$ cat src/pkg/afe_cfg.svh
// Register map, field positions, reset values and counts of the status/config block.
// Assumes byte addresses on an 8-bit Avalon-MM address, one 32-bit word per register.
`ifndef AFE_CFG_SVH
`define AFE_CFG_SVH
`define AFE_IDX_STAT     8'h0c
`define AFE_IDX_CFG0     8'h0d
`define AFE_IDX_CRCV     8'h20
`define AFE_IDX_LOCK     8'h21
`define AFE_STAT_RST     24'ha10000
`define AFE_STAT_WMASK   24'hffc000
`define AFE_CFG0_RST     24'h386050
`define AFE_CFG0_WMASK   24'hffe0ff
`define AFE_BIT_COMMCRC  15
`define AFE_BIT_INTEN    14
`define AFE_BIT_IDLESEL  20
`define AFE_BIT_OFFCORR  23
`define AFE_BIT_GAINCORR 22
`define AFE_POS_STRENGTH_A   20
`define AFE_POS_BIAS     18
`define AFE_POS_PRESC    16
`define AFE_POS_OSR      13
`define AFE_UNLOCK_KEY   8'ha5
`define AFE_FLAGS_RST    6'h3f
`define AFE_GAIN_DLY     24
`define AFE_OSR_BASE     13'h020
`endif

$ cat src/pkg/afe_pkg.sv
// Types shared by the status/config register block.
// Assumes nothing beyond a SystemVerilog compiler.
package afe_pkg;
  typedef enum logic [1:0] {
    AFE_BUS_IDLE = 2'h0,
    AFE_BUS_CRC  = 2'h1,
    AFE_BUS_DONE = 2'h3
  } afe_bus_st_t;
  typedef enum logic [1:0] {
    AFE_DITH_OFF = 2'h0,
    AFE_DITH_MIN = 2'h1,
    AFE_DITH_MED = 2'h2,
    AFE_DITH_MAX = 2'h3
  } afe_strength_a_t;
  typedef enum logic [1:0] {
    AFE_BIAS_HALF  = 2'h0,
    AFE_BIAS_TWO3  = 2'h1,
    AFE_BIAS_UNITY = 2'h2,
    AFE_BIAS_DOUBLE = 2'h3
  } afe_bias_t;
endpackage

$ cat src/pkg/afe_rdy_if.sv
// Signals between the register block and its data-ready flag and pin logic.
// Assumes both ends run on the same clock.
`timescale 1ns/1ps
interface afe_rdy_if;
  logic [5:0] ev;
  logic       clr_rd;
  logic       alarm;
  logic       idle_sel;
  logic [5:0] flags;
  logic       pin_o;
  logic       pin_oe;
  modport regs (output ev, output clr_rd, output alarm, output idle_sel,
                input flags, input pin_o, input pin_oe);
  modport rdy (input ev, input clr_rd, input alarm, input idle_sel,
               output flags, output pin_o, output pin_oe);
endinterface

$ cat src/rtl/afe_crc16.sv
// Combinational CRC-16 (polynomial 0x8005, zero seed) over a message, MSB first.
// Assumes the message is held stable by the caller for as long as the result is used.
`timescale 1ns/1ps
module afe_crc16 #(
  parameter int W = 32
) (
  input  wire logic [W-1:0] i_msg,
  output logic      [15:0]  o_crc
);
  always_comb begin
    logic [15:0] c;
    c = 16'h0000;
    for (int i = W - 1; i >= 0; i--) begin
      if (c[15] ^ i_msg[i]) begin
        c = {c[14:0], 1'b0} ^ 16'h8005;
      end else begin
        c = {c[14:0], 1'b0};
      end
    end
    o_crc = c;
  end
endmodule

$ cat src/rtl/afe_rdy.sv
// Per-channel ready flags and the data-ready pin driver.
// Assumes events and the read-clear pulse come from logic on the same clock.
`timescale 1ns/1ps
`include "afe_cfg.svh"
module afe_rdy (
  input  wire logic i_clk,
  input  wire logic i_sys_rst,
  afe_rdy_if.rdy    rif
);
  logic [5:0] flags_reg;
  logic [5:0] flags_next;
  logic       pin_o_reg;
  logic       pin_o_next;
  logic       pin_oe_reg;
  logic       pin_oe_next;

  always_comb begin
    flags_next = flags_reg;
    if (rif.clr_rd) begin
      flags_next = `AFE_FLAGS_RST;
    end
    // New data beats the read restore in the same cycle.
    flags_next = flags_next & ~rif.ev;
    pin_o_next  = !(rif.alarm || (|rif.ev));
    pin_oe_next = rif.alarm || (|rif.ev) || rif.idle_sel;
  end

  always_ff @(posedge i_clk or posedge i_sys_rst) begin
    if (i_sys_rst) begin
      flags_reg  <= `AFE_FLAGS_RST;
      pin_o_reg  <= 1'b1;
      pin_oe_reg <= 1'b0;
    end else begin
      flags_reg  <= flags_next;
      pin_o_reg  <= pin_o_next;
      pin_oe_reg <= pin_oe_next;
    end
  end

  assign rif.flags  = flags_reg;
  assign rif.pin_o  = pin_o_reg;
  assign rif.pin_oe = pin_oe_reg;
endmodule

$ cat src/rtl/afe_status_config_regs.sv
// Status/link-control and first configuration registers of a six-channel front end.
// Assumes an Avalon-MM master on the same clock and per-channel new-data pulses
// from the converter datapath, also on this clock.
//
// Implementation choice: the Avalon-MM interface to the registers.
`timescale 1ns/1ps
`include "afe_cfg.svh"
module afe_status_config_regs #(
  parameter int GAIN_DLY = `AFE_GAIN_DLY
) (
  input  wire logic                i_clk,
  input  wire logic                i_sys_rst,
  input  wire logic [7:0]          i_avs_address,
  input  wire logic                i_avs_read,
  input  wire logic                i_avs_write,
  input  wire logic [31:0]         i_avs_writedata,
  input  wire logic [3:0]          i_avs_byteenable,
  output logic      [31:0]         o_avs_readdata,
  output logic                     o_avs_waitrequest,
  input  wire logic [5:0]          i_chan_new,
  input  wire logic                i_digital_master_clock_tick,
  output logic                     o_rdy_pin_o,
  output logic                     o_rdy_pin_oe,
  output logic      [15:0]         o_comm_crc,
  output logic                     o_comm_crc_valid,
  output logic                     o_offset_corr_en,
  output logic                     o_gain_corr_en,
  output afe_pkg::afe_strength_a_t     o_strength_a,
  output afe_pkg::afe_bias_t       o_bias_current_select,
  output logic                     o_analog_master_clock_en,
  output logic      [12:0]         o_osr_ratio,
  output logic      [7:0]          o_ref_trim
);
  import afe_pkg::*;

  afe_rdy_if rif ();

  afe_bus_st_t st_reg;
  afe_bus_st_t st_next;
  logic [23:0] stat_reg;
  logic [23:0] stat_next;
  logic [23:0] cfg0_reg;
  logic [23:0] cfg0_next;
  logic [7:0]  lock_key_reg;
  logic [7:0]  lock_key_next;
  logic        locked_reg;
  logic        locked_next;
  logic [15:0] ref_crc_reg;
  logic [15:0] ref_crc_next;
  logic        alarm_reg;
  logic        alarm_next;
  logic [23:0] rdata_reg;
  logic [23:0] rdata_next;
  logic [15:0] comm_crc_reg;
  logic [15:0] comm_crc_next;
  logic        crc_valid_reg;
  logic        crc_valid_next;
  logic [2:0]  presc_cnt_reg;
  logic [2:0]  presc_cnt_next;
  logic        analog_master_clock_reg;
  logic        analog_master_clock_next;
  logic [5:0]  pend_reg;
  logic [5:0]  pend_next;
  logic [5:0]  dly_reg [GAIN_DLY];
  logic [5:0]  dly_next [GAIN_DLY];

  logic        req;
  logic        commit;
  logic        wr_commit;
  logic        rd_commit;
  logic [23:0] rd_mux;
  logic [23:0] wdata;
  logic [15:0] cfg_crc;
  logic [15:0] comm_crc_w;
  logic        mismatch;
  logic [2:0]  div_m1;
  logic [5:0]  ev_w;

  assign req       = i_avs_read || i_avs_write;
  assign commit    = (st_reg == AFE_BUS_DONE);
  assign wr_commit = commit && i_avs_write;
  assign rd_commit = commit && i_avs_read;
  assign wdata     = i_avs_writedata[23:0];

  function automatic logic [23:0] merge(input logic [23:0] old, input logic [23:0] wd,
                                        input logic [3:0] be, input logic [23:0] mask);
    logic [23:0] res;
    res = old;
    for (int b = 0; b < 3; b++) begin
      if (be[b]) begin
        res[b*8 +: 8] = wd[b*8 +: 8];
      end
    end
    return (res & mask) | (old & ~mask);
  endfunction

  // The checksum of the configuration covers every writable bit of both registers.
  afe_crc16 #(
    .W(48)
  ) u_cfg_crc (
    .i_msg ({stat_reg & `AFE_STAT_WMASK, cfg0_reg}),
    .o_crc (cfg_crc)
  );

  // The link checksum message is address, direction and the 24-bit data word.
  afe_crc16 #(
    .W(33)
  ) u_comm_crc (
    .i_msg ({i_avs_address, i_avs_write, i_avs_write ? wdata : rdata_reg}),
    .o_crc (comm_crc_w)
  );

  always_comb begin
    unique case (i_avs_address)
      `AFE_IDX_STAT << 2: rd_mux = {stat_reg[23:14], 2'h0, 6'h00, rif.flags};
      `AFE_IDX_CFG0 << 2: rd_mux = cfg0_reg & `AFE_CFG0_WMASK;
      `AFE_IDX_CRCV << 2: rd_mux = {8'h00, cfg_crc};
      `AFE_IDX_LOCK << 2: rd_mux = {16'h0000, lock_key_reg};
      default:            rd_mux = 24'h000000;
    endcase
  end

  // Bus sequencing: the answer comes one cycle after the request is seen, or two
  // when the link checksum is on, so the checksum is ready with the data.
  always_comb begin
    st_next        = st_reg;
    rdata_next     = rdata_reg;
    comm_crc_next  = comm_crc_reg;
    crc_valid_next = 1'b0;
    unique case (st_reg)
      AFE_BUS_IDLE: begin
        if (req) begin
          rdata_next = rd_mux;
          st_next    = stat_reg[`AFE_BIT_COMMCRC] ? AFE_BUS_CRC : AFE_BUS_DONE;
        end
      end
      AFE_BUS_CRC: begin
        comm_crc_next  = comm_crc_w;
        crc_valid_next = 1'b1;
        st_next        = AFE_BUS_DONE;
      end
      AFE_BUS_DONE: begin
        st_next = AFE_BUS_IDLE;
      end
      default: begin
        st_next = AFE_BUS_IDLE;
      end
    endcase
  end

  always_ff @(posedge i_clk or posedge i_sys_rst) begin
    if (i_sys_rst) begin
      st_reg        <= AFE_BUS_IDLE;
      rdata_reg     <= 24'h000000;
      comm_crc_reg  <= 16'h0000;
      crc_valid_reg <= 1'b0;
    end else begin
      st_reg        <= st_next;
      rdata_reg     <= rdata_next;
      comm_crc_reg  <= comm_crc_next;
      crc_valid_reg <= crc_valid_next;
    end
  end

  assign o_avs_waitrequest = !commit;
  assign o_avs_readdata    = {8'h00, rdata_reg};
  assign o_comm_crc        = comm_crc_reg;
  assign o_comm_crc_valid  = crc_valid_reg && commit;

  // Registers and the checksum alarm.
  assign mismatch = locked_reg && (cfg_crc != ref_crc_reg);

  always_comb begin
    stat_next     = stat_reg;
    cfg0_next     = cfg0_reg;
    lock_key_next = lock_key_reg;
    locked_next   = locked_reg;
    ref_crc_next  = ref_crc_reg;
    alarm_next    = alarm_reg;
    if (wr_commit) begin
      if (i_avs_address == (`AFE_IDX_STAT << 2)) begin
        // Flag bits sit outside the write mask, so writes never reach them.
        stat_next = merge(stat_reg, wdata, i_avs_byteenable, `AFE_STAT_WMASK);
      end
      if (i_avs_address == (`AFE_IDX_CFG0 << 2)) begin
        cfg0_next = merge(cfg0_reg, wdata, i_avs_byteenable, `AFE_CFG0_WMASK);
      end
      if (i_avs_address == (`AFE_IDX_LOCK << 2) && i_avs_byteenable[0]) begin
        lock_key_next = wdata[7:0];
        if (wdata[7:0] == `AFE_UNLOCK_KEY) begin
          alarm_next  = 1'b0;
          locked_next = 1'b0;
        end else begin
          locked_next  = 1'b1;
          ref_crc_next = cfg_crc;
        end
      end
    end
    // A mismatch seen in the clearing cycle still raises the alarm.
    if (mismatch && stat_reg[`AFE_BIT_INTEN]) begin
      alarm_next = 1'b1;
    end
  end

  always_ff @(posedge i_clk or posedge i_sys_rst) begin
    if (i_sys_rst) begin
      stat_reg     <= `AFE_STAT_RST;
      cfg0_reg     <= `AFE_CFG0_RST;
      lock_key_reg <= 8'h00;
      locked_reg   <= 1'b0;
      ref_crc_reg  <= 16'h0000;
      alarm_reg    <= 1'b0;
    end else begin
      stat_reg     <= stat_next;
      cfg0_reg     <= cfg0_next;
      lock_key_reg <= lock_key_next;
      locked_reg   <= locked_next;
      ref_crc_reg  <= ref_crc_next;
      alarm_reg    <= alarm_next;
    end
  end

  // Analog clock prescaler, emitted as an enable pulse on the master clock.
  always_comb begin
    unique case (cfg0_reg[`AFE_POS_PRESC +: 2])
      2'h0: div_m1 = 3'h0;
      2'h1: div_m1 = 3'h1;
      2'h2: div_m1 = 3'h3;
      2'h3: div_m1 = 3'h7;
    endcase
    analog_master_clock_next     = (presc_cnt_reg >= div_m1);
    presc_cnt_next = analog_master_clock_next ? 3'h0 : presc_cnt_reg + 3'h1;
  end

  always_ff @(posedge i_clk or posedge i_sys_rst) begin
    if (i_sys_rst) begin
      presc_cnt_reg <= 3'h0;
      analog_master_clock_reg     <= 1'b0;
    end else begin
      presc_cnt_reg <= presc_cnt_next;
      analog_master_clock_reg     <= analog_master_clock_next;
    end
  end

  // Gain correction delay line, stepped once per digital clock period. Events that
  // arrive between steps are gathered so none is lost; the trade is up to one
  // period of extra jitter on the delayed pulse.
  always_comb begin
    pend_next = pend_reg;
    dly_next  = dly_reg;
    ev_w      = i_chan_new;
    if (cfg0_reg[`AFE_BIT_GAINCORR]) begin
      ev_w      = i_digital_master_clock_tick ? dly_reg[GAIN_DLY-1] : 6'h00;
      pend_next = i_digital_master_clock_tick ? 6'h00 : (pend_reg | i_chan_new);
      if (i_digital_master_clock_tick) begin
        dly_next[0] = pend_reg | i_chan_new;
        for (int k = 1; k < GAIN_DLY; k++) begin
          dly_next[k] = dly_reg[k-1];
        end
      end
    end else begin
      // Nothing is gathered or kept while the correction is bypassed, so turning
      // it on later never replays old results as fresh data.
      pend_next = 6'h00;
      for (int k = 0; k < GAIN_DLY; k++) begin
        dly_next[k] = 6'h00;
      end
    end
  end

  always_ff @(posedge i_clk or posedge i_sys_rst) begin
    if (i_sys_rst) begin
      pend_reg <= 6'h00;
      for (int k = 0; k < GAIN_DLY; k++) begin
        dly_reg[k] <= 6'h00;
      end
    end else begin
      pend_reg <= pend_next;
      dly_reg  <= dly_next;
    end
  end

  assign rif.ev       = ev_w;
  assign rif.clr_rd   = rd_commit && (i_avs_address == (`AFE_IDX_STAT << 2));
  assign rif.alarm    = alarm_reg;
  assign rif.idle_sel = stat_reg[`AFE_BIT_IDLESEL];

  afe_rdy u_rdy (
    .i_clk     (i_clk),
    .i_sys_rst (i_sys_rst),
    .rif       (rif)
  );

  assign o_rdy_pin_o           = rif.pin_o;
  assign o_rdy_pin_oe          = rif.pin_oe;
  assign o_offset_corr_en      = cfg0_reg[`AFE_BIT_OFFCORR];
  assign o_gain_corr_en        = cfg0_reg[`AFE_BIT_GAINCORR];
  assign o_strength_a          = afe_strength_a_t'(cfg0_reg[`AFE_POS_STRENGTH_A +: 2]);
  assign o_bias_current_select = afe_bias_t'(cfg0_reg[`AFE_POS_BIAS +: 2]);
  assign o_osr_ratio = `AFE_OSR_BASE << cfg0_reg[`AFE_POS_OSR +: 3];
  assign o_ref_trim            = cfg0_reg[7:0];
  assign o_analog_master_clock_en            = analog_master_clock_reg;
endmodule

$ cat config.mk
export PLATFORM = sky130hd
export DESIGN_NAME = afe_status_config_regs
export DESIGN_NICKNAME = d
export VERILOG_FILES = /design/src/pkg/afe_pkg.sv /design/src/pkg/afe_rdy_if.sv /design/src/rtl/afe_crc16.sv /design/src/rtl/afe_rdy.sv /design/src/rtl/afe_status_config_regs.sv
export VERILOG_INCLUDE_DIRS = /design/src /design/src/pkg
export SDC_FILE = /design/constraint.sdc
export NUM_CORES = 1
export LEC_CHECK = 0
export BUFFER_PORTS_ARGS = -buffer_cell sky130_fd_sc_hd__buf_2
export CAP_MARGIN = 30
export CORE_MARGIN = 2
export CORE_UTILIZATION = 45
export DETAILED_ROUTE_END_ITERATION = 16
export GPL_TIMING_DRIVEN = 1
export SLEW_MARGIN = 20
export SYNTH_ARGS = -nofsm -noshare
export SYNTH_HDL_FRONTEND = slang
export SYNTH_HIERARCHICAL = 1
export SYNTH_SLANG_ARGS = --single-unit
$ cat constraint.sdc
create_clock -name i_clk -period 9.9 [get_ports i_clk]
set_input_delay 0.495 -clock i_clk [delete_from_list [all_inputs] [get_ports i_clk]]
set_output_delay 0.495 -clock i_clk [all_outputs]
set_load 0.01 [all_outputs]
# After elaboration in Yosys (flattened, before gate mapping)
# Index checks and enable logic that the tools add are counted.
# op_classes
addsub	1
multipliers	0
div_mod_pow	0
magnitude_cmp	1
eq_ne	13
n_shift	1
mux	116
bitwise_logic	150
reduce_logical	24
# ops
cell	count
16-bit two-way mux	81
144-bit two-way mux	2
3-bit inverter	79
8-bit two-way mux	15
24-bit one-hot mux with 4 select lines	1
1-bit XOR	65
6-bit two-way mux	5
8-bit == test (second input constant)	3
24-bit two-way mux	1
24-bit by 13-bit OR with 24-bit output	1
24-bit by 14-bit OR with 24-bit output	1
8-bit by 6-bit == test with 1-bit output (second input constant)	2
16-bit inequality test	1
6-bit by 3-bit << shifter with 13-bit output (first input constant)	1
3-bit one-hot mux with 4 select lines	1
2-bit AND reduction	4
1-bit logical AND	7
6-bit bitwise AND	1
2-bit == test (second input constant)	3
1-bit two-way mux	6
6-bit inverter	1
6-bit OR	1
3-bit AND reduction	2
2-bit nonzero test	3
12 further kinds	19
# totals
ff_bits	279
latchBits	0
ramBits	0
mem_bits_ro	0
inputBits	55
output_inout_bits	80
wordCells	346
memories	0

# Logic depth before layout (Yosys ltp)
# depth
depth_word	100
mapped_depth	10
ltp_nobuf	10

# Cells and area by module
# The synthesis kept the hierarchy.
# by_module_without_submodules
module	instances	cells_per_inst	area_per_inst_um2	seq_area_each_um2
afe_status_config_regs	1	904	11421.0	6318.6
afe_crc16 at u_cfg_crc	1	93	1059.8	0.0
afe_crc16 at u_comm_crc	1	64	651.9	0.0
afe_rdy	1	25	301.5	209.0

# Least setup slack after synthesis
# No wires, ideal clock.
# synth_timing
path_kind	input port to flip-flop
start	in i_avs_write
end	reg comm_crc_reg[15], in the netlist o_comm_crc[15]
setup_ns	0.125
arrival_ns	3.347
t_required_ns	9.775
path_slack_ns	6.428
path_stages	9
path_buffers	2
path_cell_list	buf_1 buf_1 mux2_2 xnor2_1 xnor2_2 xnor3_1 xnor3_2 xnor3_1 mux2_2
# synth_between
elab_chain_len	50
word_cells_on_any_way	73
classes_between	mux: 26; bitwise: 47
# synth_rtl
element	line_no	rtl
from (decl)	afe_status_config_regs.sv:15	input wire logic i_avs_write,
1-bit XOR	afe_crc16.sv:14	if (c[15] ^ i_msg[i]) begin
16-bit two-way mux	afe_crc16.sv:14	
1-bit XOR	afe_crc16.sv:14	
16-bit two-way mux	afe_crc16.sv:14	
1-bit XOR	afe_crc16.sv:14	
16-bit two-way mux	afe_crc16.sv:14	
1-bit XOR	afe_crc16.sv:14	
16-bit two-way mux	afe_crc16.sv:14	
(+35 left out)	-	
16-bit two-way mux	afe_crc16.sv:14	
1-bit XOR	afe_crc16.sv:14	
16-bit two-way mux	afe_crc16.sv:14	
1-bit XOR	afe_crc16.sv:14	
16-bit two-way mux	afe_crc16.sv:14	
1-bit XOR	afe_crc16.sv:14	
16-bit two-way mux *	afe_crc16.sv:14	
net comm_crc_w[15]	afe_status_config_regs.sv:74	logic [15:0] comm_crc_w;
to (signal assigned)	afe_status_config_regs.sv:160	comm_crc_reg <= comm_crc_next;
to (decl)	afe_status_config_regs.sv:54	logic [15:0] comm_crc_reg;
# The timed path passes the listed nets; every way through them passes the cells marked *.
# A chain may end at the register's enable or synchronous reset.

# Final worst setup path
# layout_timing
start	reg stat_reg[15]
end	reg alarm_reg
# layout_between
word_cells_on_any_way	112
classes_between	eq/ne: 1; mux: 41; bitwise: 64; reduce/logical: 6
# layout_lines
element	line_no	rtl
from (decl)	afe_status_config_regs.sv:40	logic [23:0] stat_reg;
from (signal assigned)	afe_status_config_regs.sv:207	stat_reg <= `AFE_STAT_RST;
from (signal assigned)	afe_status_config_regs.sv:214	stat_reg <= stat_next;
1-bit XOR *	afe_crc16.sv:14	
16-bit two-way mux *	afe_crc16.sv:14	
1-bit XOR / 16-bit two-way mux (equally long branches)	afe_crc16.sv:14	
16-bit two-way mux * (14 in a row)	afe_crc16.sv:14	
3-bit inverter (no source line) / 16-bit two-way mux (equally long branches)	-	
16-bit two-way mux *	afe_crc16.sv:14	
1-bit XOR / 3-bit inverter (equally long branches)	-	
16-bit two-way mux *	afe_crc16.sv:14	
(+26 left out)	-	
1-bit XOR	afe_crc16.sv:14	
16-bit two-way mux * (10 in a row)	afe_crc16.sv:14	
net cfg_crc[11]	afe_status_config_regs.sv:73	logic [15:0] cfg_crc;
16-bit inequality test *	afe_status_config_regs.sv:171	assign mismatch = locked_reg && (cfg_crc != ref_crc_reg);
1-bit logical AND *	afe_status_config_regs.sv:171	
1-bit logical AND *	afe_status_config_regs.sv:200	if (mismatch && stat_reg[`AFE_BIT_INTEN]) begin
2-bit nonzero test (no source line)	-	
3-bit AND reduction (no source line)	-	
to (signal assigned)	afe_status_config_regs.sv:219	alarm_reg <= alarm_next;
to (decl)	afe_status_config_regs.sv:50	logic alarm_reg;
# Marks and branches as above.

==> impl_metrics.tcl <==
set metrics [dict create \
    die_x_um 177 \
    cts.path.max_buffers 3 \
    final_area_um2 15400 \
    rrSetupSlack_ns 5.96 \
    fin_nets 1267 \
    dieArea_um2 31300 \
    fillers 2675 \
    min_from "i_avs_writedata[13]" \
    use_met3_pct 2.43 \
    ff_latch_area_um2 6530 \
    finalNonFillerCells 1621 \
    overflow 0 \
    dpl_cell_area_um2 14300 \
    ys_warn_count 6 \
    crit_chain "xnor2_1 > xor2_1 > xnor2_1 > xnor3_1 > xnor3_2 > xnor2_1 > xor2_1 > nor4_1 > nand4_1 > a32o_1" \
    use_met2_pct 30.9 \
    grt_use_met1_pct 24.5 \
    min_period_ns 3.94 \
    min_to "cfg0_reg[13]" \
    io_buffer_count 112 \
    layout_common_cells "dfrtp_1, mux2i_1, nor2b_1" \
    cpPeakStageDelay_ns 0.58 \
    fin_setup_tns_ns 0 \
    postSynth.asyncResetShare_pct 100 \
    ys_ff_latch 260 \
    ir_worst_vdd_v 0.000135 \
    grt_max_degree 112 \
    hold_path.class "primary input to flip-flop" \
    start_util_pct 45.6 \
    cp.required_ns 10.34 \
    run_status "finished clean" \
    synth_cell_types 53 \
    timing.rr.start "stat_reg[15]" \
    cp_slowest_cell "xnor2_1" \
    cp_top_family "XOR/XNOR gates" \
    numCtsBuffers 29 \
    fmax_mhz 254 \
    clock_skew_ns 0.00827 \
    wirelength_um 28200 \
    cp_common_cell "xnor2_1" \
    final_common_cell "dfrtp_1" \
    rsz0062_at_grt "false" \
    clk_pin_slew_ns 0.06 \
    largest_reg_flops 144 \
    max_slew_margin_pct 35.3 \
    cp-start-kind "flip-flop" \
    die_h_um 177 \
    r2r_end "alarm_reg" \
    synth_seq_area_share_pct 48.6 \
    num_rows 63 \
    endpoint_kind "flip-flop" \
    drtPass1Iterations 4 \
    p_leak_uw 0.00742 \
    finish.utilization_pct 52.4 \
    drc_errors 0 \
    hold_violations 0 \
    r2r_cells 10 \
    core_um2 29500 \
    num_io_pins 135 \
    critPathBufInv 0 \
    antenna_left 0 \
    layout_worst_path_cycle_share_pct 39.8 \
    htree_levels 1 \
    wl_per_cell_um 17.4 \
    cp_data_arrival_time_ns 4.38 \
    antenna_found_initial 0 \
    finalWeightedCongestion 0.778 \
    post-cts-setup-buffers 0 \
    drive_above_1_share_pct 23.9 \
    drtIter0Drc 405 \
    hpwl_um 19100 \
    syn-cell-area_um2 13400 \
    diodes 0 \
    dp_cells 1563 \
    grt_pass1_wl_um 44600 \
    num_vias 8000 \
    cap_violations 0 \
    setup_viol_count_final 0 \
    multiInputGateArea_um2 6640 \
    path_class "flip-flop to flip-flop" \
    clkLatencyLatePin_ns 0.56 \
    timing.hold.ws_ns 0.202 \
    vias_per_cell 4.94 \
    syn_inst 1086 \
    grtUsageTotal_pct 18.1 \
    postSynthAreaPerCell_um2 12.4 \
    cts_root_buf "clkbuf_16" \
    clock_sinks 260 \
    syn_to_final_growth_pct 14.9 \
    cts_tree "built" \
    busiest_layer "met2" \
    min_path_cells 2 \
    worst_pin_slew_ns 0.958 \
    grt_pass1_vias 8075 \
    ys.flop_type "dfrtp_1" \
    synth_edf_count 0 \
    slew_violations 0 \
    powerDensity_nw_per_um2 185 \
    crit_fanout 5 \
]
-- report_power, final --
part	switching (uW)	internal [uW]	total [uW]	leakage (uW)
clock network	438	681	1120	0.000494
registers	32.8	1110	1140	0.00352
logic	306	293	599	0.00341
-- per-layer routing --
metal	vias up	part of all wire, %	wire length (um)
met5	-	0	0
met2	129	48	13600
met3	31	3.7	1050
li1	3871	-	-
met4	0	2.0	577
met1	3969	46	12900
-- cells in the mapped netlist, drive strengths merged (5+ instances only) --
cell type | number | area (um^2)
mux2i | 158 | 1580
nor2 | 33 | 124
a22o | 15 | 131
nor2b | 138 | 863
o22ai | 6 | 37.5
clkbuf | 37 | 139
dfstp | 17 | 447
dfrtp | 243 | 6080
mux2 | 93 | 1080
o21ai | 19 | 95.1
xnor3 | 22 | 499
inv | 12 | 45.0
buf | 44 | 270
xor2 | 47 | 412
nor4 | 9 | 92.6
nand2 | 32 | 123
xnor2 | 104 | 926
nand3 | 5 | 25.0
o211a | 6 | 60.1
-- worst max-delay path by stage --
stage	start	slack, ns	end	depth (start not counted)
finish	stat_reg[15]	5.96	alarm_reg	10
global route	cfg0_reg[22]	5.66	alarm_reg	10
CTS	cfg0_reg[22]	5.92	alarm_reg	10
detailed placement	cfg0_reg[22]	5.97	alarm_reg	10
global placement	cfg0_reg[22]	5.98	alarm_reg	10
floorplan	i_sys_rst	2.49	alarm_reg	1
-- stage by stage --
step / worst slack [ns] / power, uW
finish: 5.96 / 2860
CTS: 5.92 / 2900
floorplan: 2.49 / 1610
detailed placement: 5.97 / 1760
global route: 5.66 / 2990
global placement: 5.98 / 1760
-- cells by family after synthesis --
| kind of cell | count (synthesis) | synth area share (%) |
|---|---|---|
| xor gates and xnor gates | 174 | 13.8 |
| DFF | 260 | 48.6 |
| adders and majority gates | 4 | 0.373 |
| other | 1 | 0.0279 |
| AOI/OAI and AO/OA | 56 | 3.01 |
| buffers and inverters | 93 | 3.38 |
| muxes | 251 | 19.8 |
| and+or+nand+nor | 247 | 10.9 |
-- final cells by class --
type / count / area share, %
Clock buffer: 46 / 5.63
Clock inverter: 8 / 0.867
Inverter: 12 / 0.340
Multi-Input combinational cell: 781 / 43.0
Sequential cell: 260 / 42.3
Tap cell: 390 / 3.16
Timing Repair Buffer: 124 / 4.68
-- timing repair --
| item | in CTS | in global routing |
|---|---|---|
| gates resized for setup | 0 | 0 |
| hold buffers | 1 | 0 |
| hold endpoints to repair | 1 | 0 |
(Power assumes the default switching activity.)
